$ cat config.mk
export PLATFORM = sky130hd
export DESIGN_NAME = bsfo_top
export DESIGN_NICKNAME = d
export VERILOG_FILES = /design/src/core/bsfo_pkg.sv /design/src/core/bsfo_src_if.sv /design/src/core/bsfo_top.sv /design/src/core/bsfo_walk.sv /design/src/core/bsfo_unpack.sv
export SDC_FILE = /design/constraint.sdc
export NUM_CORES = 1
export LEC_CHECK = 0
export BUFFER_PORTS_ARGS = -buffer_cell sky130_fd_sc_hd__buf_2
export CAP_MARGIN = 20
export CELL_PAD_IN_SITES_DETAIL_PLACEMENT = 1
export CELL_PAD_IN_SITES_GLOBAL_PLACEMENT = 2
export CORE_ASPECT_RATIO = 0.6
export CORE_MARGIN = 8
export CORE_UTILIZATION = 40
export DETAILED_ROUTE_END_ITERATION = 7
export HOLD_SLACK_MARGIN = 0.12
export PLACE_DENSITY = 0.95
export SLEW_MARGIN = 30
export SYNTH_ARGS = -nofsm -noshare
export SYNTH_HDL_FRONTEND = slang
export SYNTH_SLANG_ARGS = --single-unit
$ cat constraint.sdc
create_clock -name mclk -period 7.64 [get_ports mclk]
set_input_delay 2.292 -clock mclk [delete_from_list [all_inputs] [get_ports mclk]]
set_output_delay 2.292 -clock mclk [all_outputs]
set_load 0.01 [all_outputs]
$ cat src/core/bsfo_pkg.sv
// constants, types and helpers of the block-transfer source fetch and ordering engine
package bsfo_pkg;
    localparam int BSFO_ADDR_W = 24;
    localparam logic [7:0] OFS_PITCH = 8'h00;
    localparam logic [7:0] OFS_CTRL = 8'h04;
    localparam logic [7:0] OFS_SRC = 8'h08;
    localparam logic [7:0] OFS_DST = 8'h0c;
    localparam logic [7:0] OFS_EXTENT = 8'h10;
    localparam logic [7:0] OFS_STATUS = 8'h14;
    localparam int CTRL_XDEC = 8;
    localparam int CTRL_YDEC = 9;
    localparam int CTRL_HOST = 10;
    localparam int CTRL_MONO = 12;
    localparam logic [31:0] CTRL_MASK = 32'h0000_1700;
    localparam logic [31:0] CTRL_RESET = 32'h0000_0000;
    localparam logic [31:0] PITCH_RESET = 32'h0000_0000;
    localparam logic [31:0] EXTENT_RESET = 32'h0000_0000;
    localparam int STAT_BUSY = 0;
    localparam int STAT_WAIT = 1;
    localparam logic [15:0] WIN_BASE_RESET = 16'h00a0;

    typedef enum logic [2:0] {
        ST_IDLE = 3'b001,
        ST_RUN = 3'b010,
        ST_END = 3'b100
    } bsfo_state_t;

    function automatic logic [BSFO_ADDR_W-1:0] bsfo_step(
        input logic [BSFO_ADDR_W-1:0] a,
        input logic dec,
        input logic [15:0] d
    );
        logic [BSFO_ADDR_W-1:0] dd;
        dd = BSFO_ADDR_W'(d);
        bsfo_step = dec ? a - dd : a + dd;
    endfunction
endpackage

$ cat src/core/bsfo_src_if.sv
// carrier between the engine and the host source-port unpacker
`timescale 1ns/1ps
`default_nettype none
interface bsfo_src_if;
    logic qw_valid;
    logic [63:0] qw_data;
    logic room;
    logic start;
    logic flush;
    logic [2:0] skip;
    logic [7:0] byte_data;
    logic byte_valid;
    logic take;
    modport port (input qw_valid, qw_data, start, flush, skip, take,
        output room, byte_data, byte_valid);
    modport eng (output qw_valid, qw_data, start, flush, skip, take,
        input room, byte_data, byte_valid);
endinterface
`default_nettype wire

$ cat src/core/bsfo_top.sv
// block-transfer source fetch and ordering engine with APB registers
`timescale 1ns/1ps
`default_nettype none
module bsfo_top
    import bsfo_pkg::*;
#(
    parameter int AW = BSFO_ADDR_W,
    parameter logic [15:0] WIN_BASE = WIN_BASE_RESET
) (
    input wire logic mclk,
    input wire logic rst_b,
    input wire logic psel,
    input wire logic penable,
    input wire logic pwrite,
    input wire logic [7:0] paddr,
    input wire logic [31:0] pwdata,
    output logic [31:0] prdata,
    output logic pready,
    output logic pslverr,
    input wire logic hw_valid,
    input wire logic [31:0] hw_addr,
    input wire logic [63:0] hw_data,
    output logic hw_ready,
    input wire logic hr_valid,
    input wire logic [31:0] hr_addr,
    output logic hr_ack,
    output logic [63:0] hr_data,
    output logic out_valid,
    output logic [AW-1:0] out_src_addr,
    output logic [AW-1:0] out_dst_addr,
    output logic [7:0] out_byte,
    output logic out_host,
    output logic out_mono,
    output logic busy
);
    bsfo_src_if sif ();
    bsfo_state_t st;
    logic [31:0] pitch_reg;
    logic [31:0] ctrl_reg;
    logic [31:0] run_ctrl;
    logic [AW-1:0] src_reg;
    logic [AW-1:0] dst_reg;
    logic [31:0] extent_reg;
    logic access;
    logic wr;
    logic start_ok;
    logic load;
    logic run_host;
    logic go;
    logic s_last;
    logic d_last;
    logic [AW-1:0] s_addr;
    logic [AW-1:0] d_addr;
    logic in_win_wr;
    logic in_win_rd;

    // one wait state: pready rises in the second access cycle
    assign access = psel && penable && !pready;
    assign wr = access && pwrite;
    assign start_ok = wr && paddr == OFS_EXTENT && st == ST_IDLE &&
        pwdata[15:0] != 16'h0000 && pwdata[31:16] != 16'h0000;
    assign run_host = run_ctrl[CTRL_HOST];
    assign go = st == ST_RUN && (!run_host || sif.byte_valid);
    assign in_win_wr = hw_addr[31:16] == WIN_BASE;
    assign in_win_rd = hr_addr[31:16] == WIN_BASE;
    assign hw_ready = sif.room;

    assign sif.qw_valid = hw_valid && in_win_wr;
    assign sif.qw_data = hw_data;
    assign sif.start = load;
    assign sif.flush = st == ST_END;
    assign sif.skip = src_reg[2:0];
    assign sif.take = go && run_host;

    bsfo_unpack u_unpack (
        .mclk(mclk),
        .rst_b(rst_b),
        .sif(sif)
    );

    bsfo_walk u_src (
        .mclk(mclk),
        .rst_b(rst_b),
        .load(load),
        .adv(go),
        .base(src_reg),
        .len(extent_reg[15:0]),
        .lines(extent_reg[31:16]),
        .pitch(pitch_reg[15:0]),
        .xdec(run_ctrl[CTRL_XDEC]),
        .ydec(run_ctrl[CTRL_YDEC]),
        .addr(s_addr),
        .last(s_last)
    );

    bsfo_walk u_dst (
        .mclk(mclk),
        .rst_b(rst_b),
        .load(load),
        .adv(go),
        .base(dst_reg),
        .len(extent_reg[15:0]),
        .lines(extent_reg[31:16]),
        .pitch(pitch_reg[31:16]),
        .xdec(run_ctrl[CTRL_XDEC]),
        .ydec(run_ctrl[CTRL_YDEC]),
        .addr(d_addr),
        .last(d_last)
    );

    // register writes
    always_ff @(posedge mclk or negedge rst_b) begin
        if (!rst_b) begin
            pitch_reg <= PITCH_RESET;
            ctrl_reg <= CTRL_RESET;
            src_reg <= '0;
            dst_reg <= '0;
            extent_reg <= EXTENT_RESET;
        end else if (wr) begin
            unique case (paddr)
                OFS_PITCH: pitch_reg <= pwdata;
                OFS_CTRL: ctrl_reg <= pwdata & CTRL_MASK;
                OFS_SRC: src_reg <= pwdata[AW-1:0];
                OFS_DST: dst_reg <= pwdata[AW-1:0];
                OFS_EXTENT: if (start_ok) extent_reg <= pwdata;
                default: ;
            endcase
        end
    end

    // bus answer
    always_ff @(posedge mclk or negedge rst_b) begin
        if (!rst_b) begin
            pready <= 1'b0;
            pslverr <= 1'b0;
            prdata <= 32'h0;
        end else begin
            pready <= access;
            pslverr <= 1'b0;
            prdata <= 32'h0;
            if (access) begin
                unique case (paddr)
                    OFS_PITCH: prdata <= pitch_reg;
                    OFS_CTRL: prdata <= ctrl_reg;
                    OFS_SRC: prdata <= 32'(src_reg);
                    OFS_DST: prdata <= 32'(dst_reg);
                    OFS_EXTENT: prdata <= extent_reg;
                    OFS_STATUS: begin
                        prdata[STAT_BUSY] <= st != ST_IDLE;
                        prdata[STAT_WAIT] <= st == ST_RUN && run_host && !sif.byte_valid;
                        if (pwrite) pslverr <= 1'b1;
                    end
                    default: pslverr <= 1'b1;
                endcase
            end
        end
    end

    // control is frozen for the run so a rewrite cannot change direction midway
    always_ff @(posedge mclk or negedge rst_b) begin
        if (!rst_b) begin
            load <= 1'b0;
            run_ctrl <= CTRL_RESET;
        end else begin
            load <= start_ok;
            if (load) run_ctrl <= ctrl_reg;
        end
    end

    always_ff @(posedge mclk or negedge rst_b) begin
        if (!rst_b) begin
            st <= ST_IDLE;
        end else begin
            unique case (st)
                ST_IDLE: if (load) st <= ST_RUN;
                ST_RUN: if (go && s_last) st <= ST_END;
                ST_END: st <= ST_IDLE;
            endcase
        end
    end

    // per-byte request toward the frame buffer side
    always_ff @(posedge mclk or negedge rst_b) begin
        if (!rst_b) begin
            out_valid <= 1'b0;
            out_src_addr <= '0;
            out_dst_addr <= '0;
            out_byte <= 8'h00;
            out_host <= 1'b0;
            out_mono <= 1'b0;
            busy <= 1'b0;
        end else begin
            out_valid <= go;
            busy <= (st != ST_IDLE && st != ST_END) || load;
            out_host <= run_host;
            out_mono <= run_ctrl[CTRL_MONO];
            if (go) begin
                out_src_addr <= s_addr;
                out_dst_addr <= d_addr;
                out_byte <= run_host ? sif.byte_data : 8'h00;
            end
        end
    end

    // window reads are answered but carry nothing back
    always_ff @(posedge mclk or negedge rst_b) begin
        if (!rst_b) begin
            hr_ack <= 1'b0;
            hr_data <= 64'h0;
        end else begin
            hr_ack <= hr_valid && in_win_rd;
            hr_data <= 64'h0;
        end
    end
endmodule
`default_nettype wire

$ cat src/core/bsfo_walk.sv
// rectangle address walker: one byte step per advance within a line, a pitch step from the line start at each line end
`timescale 1ns/1ps
`default_nettype none
module bsfo_walk
    import bsfo_pkg::*;
(
    input wire logic mclk,
    input wire logic rst_b,
    input wire logic load,
    input wire logic adv,
    input wire logic [BSFO_ADDR_W-1:0] base,
    input wire logic [15:0] len,
    input wire logic [15:0] lines,
    input wire logic [15:0] pitch,
    input wire logic xdec,
    input wire logic ydec,
    output logic [BSFO_ADDR_W-1:0] addr,
    output logic last
);
    logic [BSFO_ADDR_W-1:0] line_start;
    logic [15:0] col;
    logic [15:0] row;
    logic eol;
    logic eob;
    assign eol = (col == len - 16'h0001);
    assign eob = (row == lines - 16'h0001);
    assign last = eol && eob;

    always_ff @(posedge mclk or negedge rst_b) begin
        if (!rst_b) begin
            addr <= '0;
            line_start <= '0;
            col <= 16'h0000;
            row <= 16'h0000;
        end else if (load) begin
            addr <= base;
            line_start <= base;
            col <= 16'h0000;
            row <= 16'h0000;
        end else if (adv) begin
            if (eol) begin
                col <= 16'h0000;
                row <= row + 16'h0001;
                line_start <= bsfo_step(line_start, ydec, pitch);
                addr <= bsfo_step(line_start, ydec, pitch);
            end else begin
                col <= col + 16'h0001;
                addr <= bsfo_step(addr, xdec, 16'h0001);
            end
        end
    end
endmodule
`default_nettype wire

$ cat src/core/bsfo_unpack.sv
// host source port: one quadword holding slot, unpacked byte by byte
`timescale 1ns/1ps
`default_nettype none
module bsfo_unpack (
    input wire logic mclk,
    input wire logic rst_b,
    bsfo_src_if.port sif
);
    logic [63:0] qw;
    logic full;
    logic first;
    logic [2:0] idx;
    logic accept;
    assign accept = sif.qw_valid && sif.room;
    assign sif.byte_valid = full;
    assign sif.byte_data = qw[{idx, 3'b000} +: 8];

    always_ff @(posedge mclk or negedge rst_b) begin
        if (!rst_b) begin
            qw <= 64'h0;
            full <= 1'b0;
            sif.room <= 1'b1;
        end else if (sif.flush) begin
            full <= 1'b0; // tail padding of the aligned stream is dropped
            sif.room <= 1'b1;
        end else if (accept) begin
            qw <= sif.qw_data;
            full <= 1'b1;
            sif.room <= 1'b0;
        end else if (sif.take && full && idx == 3'h7) begin
            full <= 1'b0;
            sif.room <= 1'b1;
        end
    end

    always_ff @(posedge mclk or negedge rst_b) begin
        if (!rst_b) begin
            idx <= 3'h0;
            first <= 1'b0;
        end else if (sif.start) begin
            idx <= sif.skip;
            first <= 1'b1;
        end else if (accept) begin
            idx <= first ? sif.skip : 3'h0;
        end else if (sif.take && full) begin
            idx <= idx + 3'h1;
            first <= 1'b0;
        end
    end
endmodule
`default_nettype wire

==> results.txt <==
The logs give 144000 µm for the global-route wire length before repair and 0 for the total global routing overflow. The tools report the floorplan row count as 72. The tools report the total count of hold-check failures in the final report as 0. Setup violations remaining at the end of the flow were counted as 0. The register with the most flip-flops in the layout has 64 of them. The source of the worst hold timing path is run_ctrl[12]. After clock tree synthesis, the repair step resized 0 gates. The run finished with clean final reports. The switching power of the nets is 0.00251 W. The switching share of power came out at 0.349. The number of post-CTS setup repair buffers is 0, and the number of top-level pins is 335. The fraction of final layout cells with drive strength greater than 1 is 0.184, and the async set or reset register ratio after synthesis is 1.00. The logs give 0.249 for the global routing usage summed across all routing layers and 0.273 for the share of total power in combinational logic.

The mean number of vias per cell was 5.90; the highest clock rate was 186 MHz. Clock group share of total power: 0.326. For the worst-skew pair, the clock arrives at the later sink with an insertion delay of 0.61 ns.

The slack of the worst reg-to-reg path is 2.25 ns. The library cell used most frequently in the layout, excluding fill and tap cells, is sky130_fd_sc_hd__nand2_1. Yosys attributes the largest share of cell area to sky130_fd_sc_hd__dfrtp_1 (42%), sky130_fd_sc_hd__nand2_1 (6.4%), sky130_fd_sc_hd__mux2_2 (6.3%). The first detailed-routing pass took 6 iterations. For the critical path arrival, the log shows 5.82 ns. For this design the static power due to leakage is 14.1 nW. The run gives 0.418 as the portion of the post-synthesis area used by sequential elements. The logs give 0.0481 for the global routing met3 resource utilization and 23.7k for the via count of the first global-routing pass. The tools report the clock sink count as 433. The internal portion of the total power is 0.00468 W.

TritonCTS built the clock tree. STA puts the critical path data required time at 8.07 ns. Each instance of the synthesized netlist takes up on average 9.33 µm².

The worst vdd rail ir drop is 0.000212 V, and the clock transition time at the flip-flop clock pins of the worst setup and hold paths is 0.07 ns. Number of buffers created by CTS: 43. The peak fanout along the critical path is 5, and the cell area reported after detailed placement is 27700 µm².

Summed over all failing endpoints, the final setup total negative slack is 0 ns. The final period demand of the worst path works out to 5.39 ns. In this run, the number of DRC markers left after iteration 0 of detailed routing was 2093.

The H-tree was split into 2 levels. After detailed routing, the average wire length per cell comes to 24.5 µm. Part of the cycle the worst path needs: 0.705. Setup repair after global routing left no endpoint under its margin. The run gives 25900 µm² as the post-synthesis instance area. The layer flagged by global routing as most heavily used is met2. In this run the deepest clock path goes through 3 buffers.

Area of the core: 64200 µm². The HPWL after detailed placement is 69800 µm. The detailed router placed 22.7k vias in this run. The logs give 0 for the max-cap check violation count and 0.400 for the met2 track utilization from global routing. Count of port buffers added during placement: 238.

For the register share of total power, the log shows 0.401. For the number of warning messages in the yosys log, the log shows 0. The met1 demand-to-capacity share in global routing is 0.347. The worst hold path terminates at out_mono. Counting distinct cell types in the post-synthesis netlist gives 84.

Endpoint of the most critical register-to-register path: u_dst.addr[23]. The cell depth of the worst hold path is 0. For this run, design rule violations remaining after detail routing come to 0. On the final layout, the worst clock skew is 0.0459 ns. The synthesized design contains 433 register bits. The initial antenna violation count was 13; the final antenna-violating net count was 0.

The final-layout fill cell count is 7386, and the design area is 29300 µm². Power density over the cells: 246 nW/µm². STA classifies the critical path endpoint as a flip-flop. Measured along the y axis, the die boundary spans 213 µm. The maximum number of pins on one net before global-route repair is 146. The reg-to-reg startpoint was pitch_reg[23]. For the pin with the worst max-slew slack, the measured transition is 1.06 ns. In this run the worst hold path is classified as reg2reg. The net count of the finished layout was 3242; the wire length reported by the detailed router was 94200 µm.

In this run, synthesis inferred 0 flip-flops with an integrated enable. The worst setup path is launched from a flip-flop. The floorplan step defined a die boundary enclosing 73500 µm².

Compared with the post-synthesis result, the final layout area differs by 13.0%. The commonest register cell after synthesis is sky130_fd_sc_hd__dfrtp_1. The max-slew violation count was 0; the area share of the largest cell type after synthesis was 0.416. Counting flops per register, the top entry is u_unpack.qw. The die is 345 µm wide.

The relative slew slack was 0.290; the final weighted congestion in routability-driven placement was 0.936. The run gives 2778 as the post-synthesis cell count. Of all cell types, the one taking the most synthesized area is sky130_fd_sc_hd__dfrtp_1.

The logs give 0.404 for the starting density of the core and 0 for the hold-fix buffer count after cts. The tree is rooted in a sky130_fd_sc_hd__clkbuf_16. The depth of the worst register-to-register path was 14. The top cell types in the final layout, fill and taps aside, are sky130_fd_sc_hd__nand2_1 (437), sky130_fd_sc_hd__dfrtp_1 (429), sky130_fd_sc_hd__buf_2 (237), sky130_fd_sc_hd__o21ai_0 (220), sky130_fd_sc_hd__nor2_1 (218). By startpoint and endpoint, the worst setup path is classified as reg2reg.
-- how the worst max path moves through the flow --
stage	startpoint	end	slack, ns
2_1_floorplan	paddr[0]	extent_reg[10]	2.88
3_3_place_gp	paddr[0]	src_reg[5]	2.43
4_1_cts	pitch_reg[23]	u_dst.addr[23]	2.34
5_1_grt	pitch_reg[23]	u_dst.addr[23]	2.18
6_report	pitch_reg[23]	u_dst.addr[23]	2.25
3_5_place_dp	paddr[0]	src_reg[13]	2.31
-- layout make-up --
type | instances | area, µm² | share of cell area
Antenna cell | 6 | 15.0 | 0.000513
Clock buffer | 54 | 1200 | 0.0409
Clock inverter | 25 | 312 | 0.0106
Timing Repair Buffer | 274 | 1500 | 0.0512
Tap cell | 851 | 1060 | 0.0364
Sequential cell | 433 | 10800 | 0.370
Inverter | 51 | 191 | 0.00654
Multi-Input combinational cell | 2155 | 14200 | 0.484
-- power groups by stage --
stage	registers, W	logic [W]	clock network [W]
after floorplan	0.00288	0.00131	0
after global placement	0.00291	0.00184	0
after detailed placement	0.00293	0.00194	0
after CTS	0.00289	0.00197	0.00237
after global routing	0.00293	0.00219	0.00246
final	0.00289	0.00196	0.00235
-- cell usage after synthesis (11+ instances only) --
master and number:
sky130_fd_sc_hd__ha_1 105, sky130_fd_sc_hd__mux4_2 16, sky130_fd_sc_hd__o21ai_0 220, sky130_fd_sc_hd__o31ai_1 12, sky130_fd_sc_hd__nor4_1 29, sky130_fd_sc_hd__or3_1 21
sky130_fd_sc_hd__nor2b_1 13, sky130_fd_sc_hd__buf_4 66, sky130_fd_sc_hd__nor2_1 221, sky130_fd_sc_hd__nand2_1 439, sky130_fd_sc_hd__mux2i_1 61, sky130_fd_sc_hd__a21oi_1 152
sky130_fd_sc_hd__and3_1 31, sky130_fd_sc_hd__a22oi_1 15, sky130_fd_sc_hd__nand2b_1 15, sky130_fd_sc_hd__nor3b_1 11, sky130_fd_sc_hd__nand3_1 34, sky130_fd_sc_hd__dfrtp_1 431
sky130_fd_sc_hd__xor2_1 76, sky130_fd_sc_hd__a31oi_1 26, sky130_fd_sc_hd__a221oi_1 18, sky130_fd_sc_hd__clkbuf_1 116, sky130_fd_sc_hd__a211oi_1 24, sky130_fd_sc_hd__and2_1 11
sky130_fd_sc_hd__xnor2_1 103, sky130_fd_sc_hd__inv_1 49, sky130_fd_sc_hd__buf_1 15, sky130_fd_sc_hd__mux2_2 146, sky130_fd_sc_hd__nor3_1 41, sky130_fd_sc_hd__nand4_1 22
sky130_fd_sc_hd__a21o_1 41, sky130_fd_sc_hd__o211ai_1 17, sky130_fd_sc_hd__o21a_1 28
-- per-stage QoR --
step	utilization	hold WS, ns	cells	worst slack [ns]	total power [W]
finish	0.456	0.408	3849	2.25	0.00720
global route	0.456	0.421	3847	2.18	0.00758
CTS	0.455	0.408	3842	2.34	0.00723
detailed placement	0.432	0.376	3763	2.31	0.00487
global placement	0.432	0.364	3763	2.43	0.00475
floorplan	-	0.350	2841	2.88	0.00418
-- critical path: stages (launching register included) --
cell and delay, ns:
sky130_fd_sc_hd__dfrtp_1 0.44, sky130_fd_sc_hd__nor3_1 0.43, sky130_fd_sc_hd__nor3b_1 0.87, sky130_fd_sc_hd__and2_1 0.44, sky130_fd_sc_hd__a31oi_1 0.17, sky130_fd_sc_hd__xnor2_1 0.19, sky130_fd_sc_hd__ha_1 0.35, sky130_fd_sc_hd__nand2_1 0.14
sky130_fd_sc_hd__a2111oi_1 0.82, sky130_fd_sc_hd__nor3_1 0.24, sky130_fd_sc_hd__o31ai_1 0.39, sky130_fd_sc_hd__a21oi_1 0.14, sky130_fd_sc_hd__xnor2_1 0.17, sky130_fd_sc_hd__a311oi_1 0.30, sky130_fd_sc_hd__o22ai_1 0.11
-- layer usage --
layer  vias up  share of wire
met4         2          0.018
li1      10103              -
met2       684           0.47
met3       140          0.066
met1     11773           0.45
met5         -        0.00014
-- logic make-up after synthesis --
logic type / count (synthesis) / share of synthesized area
buffers and inverters: 253 / 0.0464
other: 1 / 0.000145
DFF: 433 / 0.418
adders and majority gates: 109 / 0.0538
muxes: 223 / 0.101
AOI/OAI and AO/OA: 640 / 0.153
xor gates and xnor gates: 185 / 0.0654
and+or+nand+nor: 934 / 0.163
(Power assumes the default switching activity.)
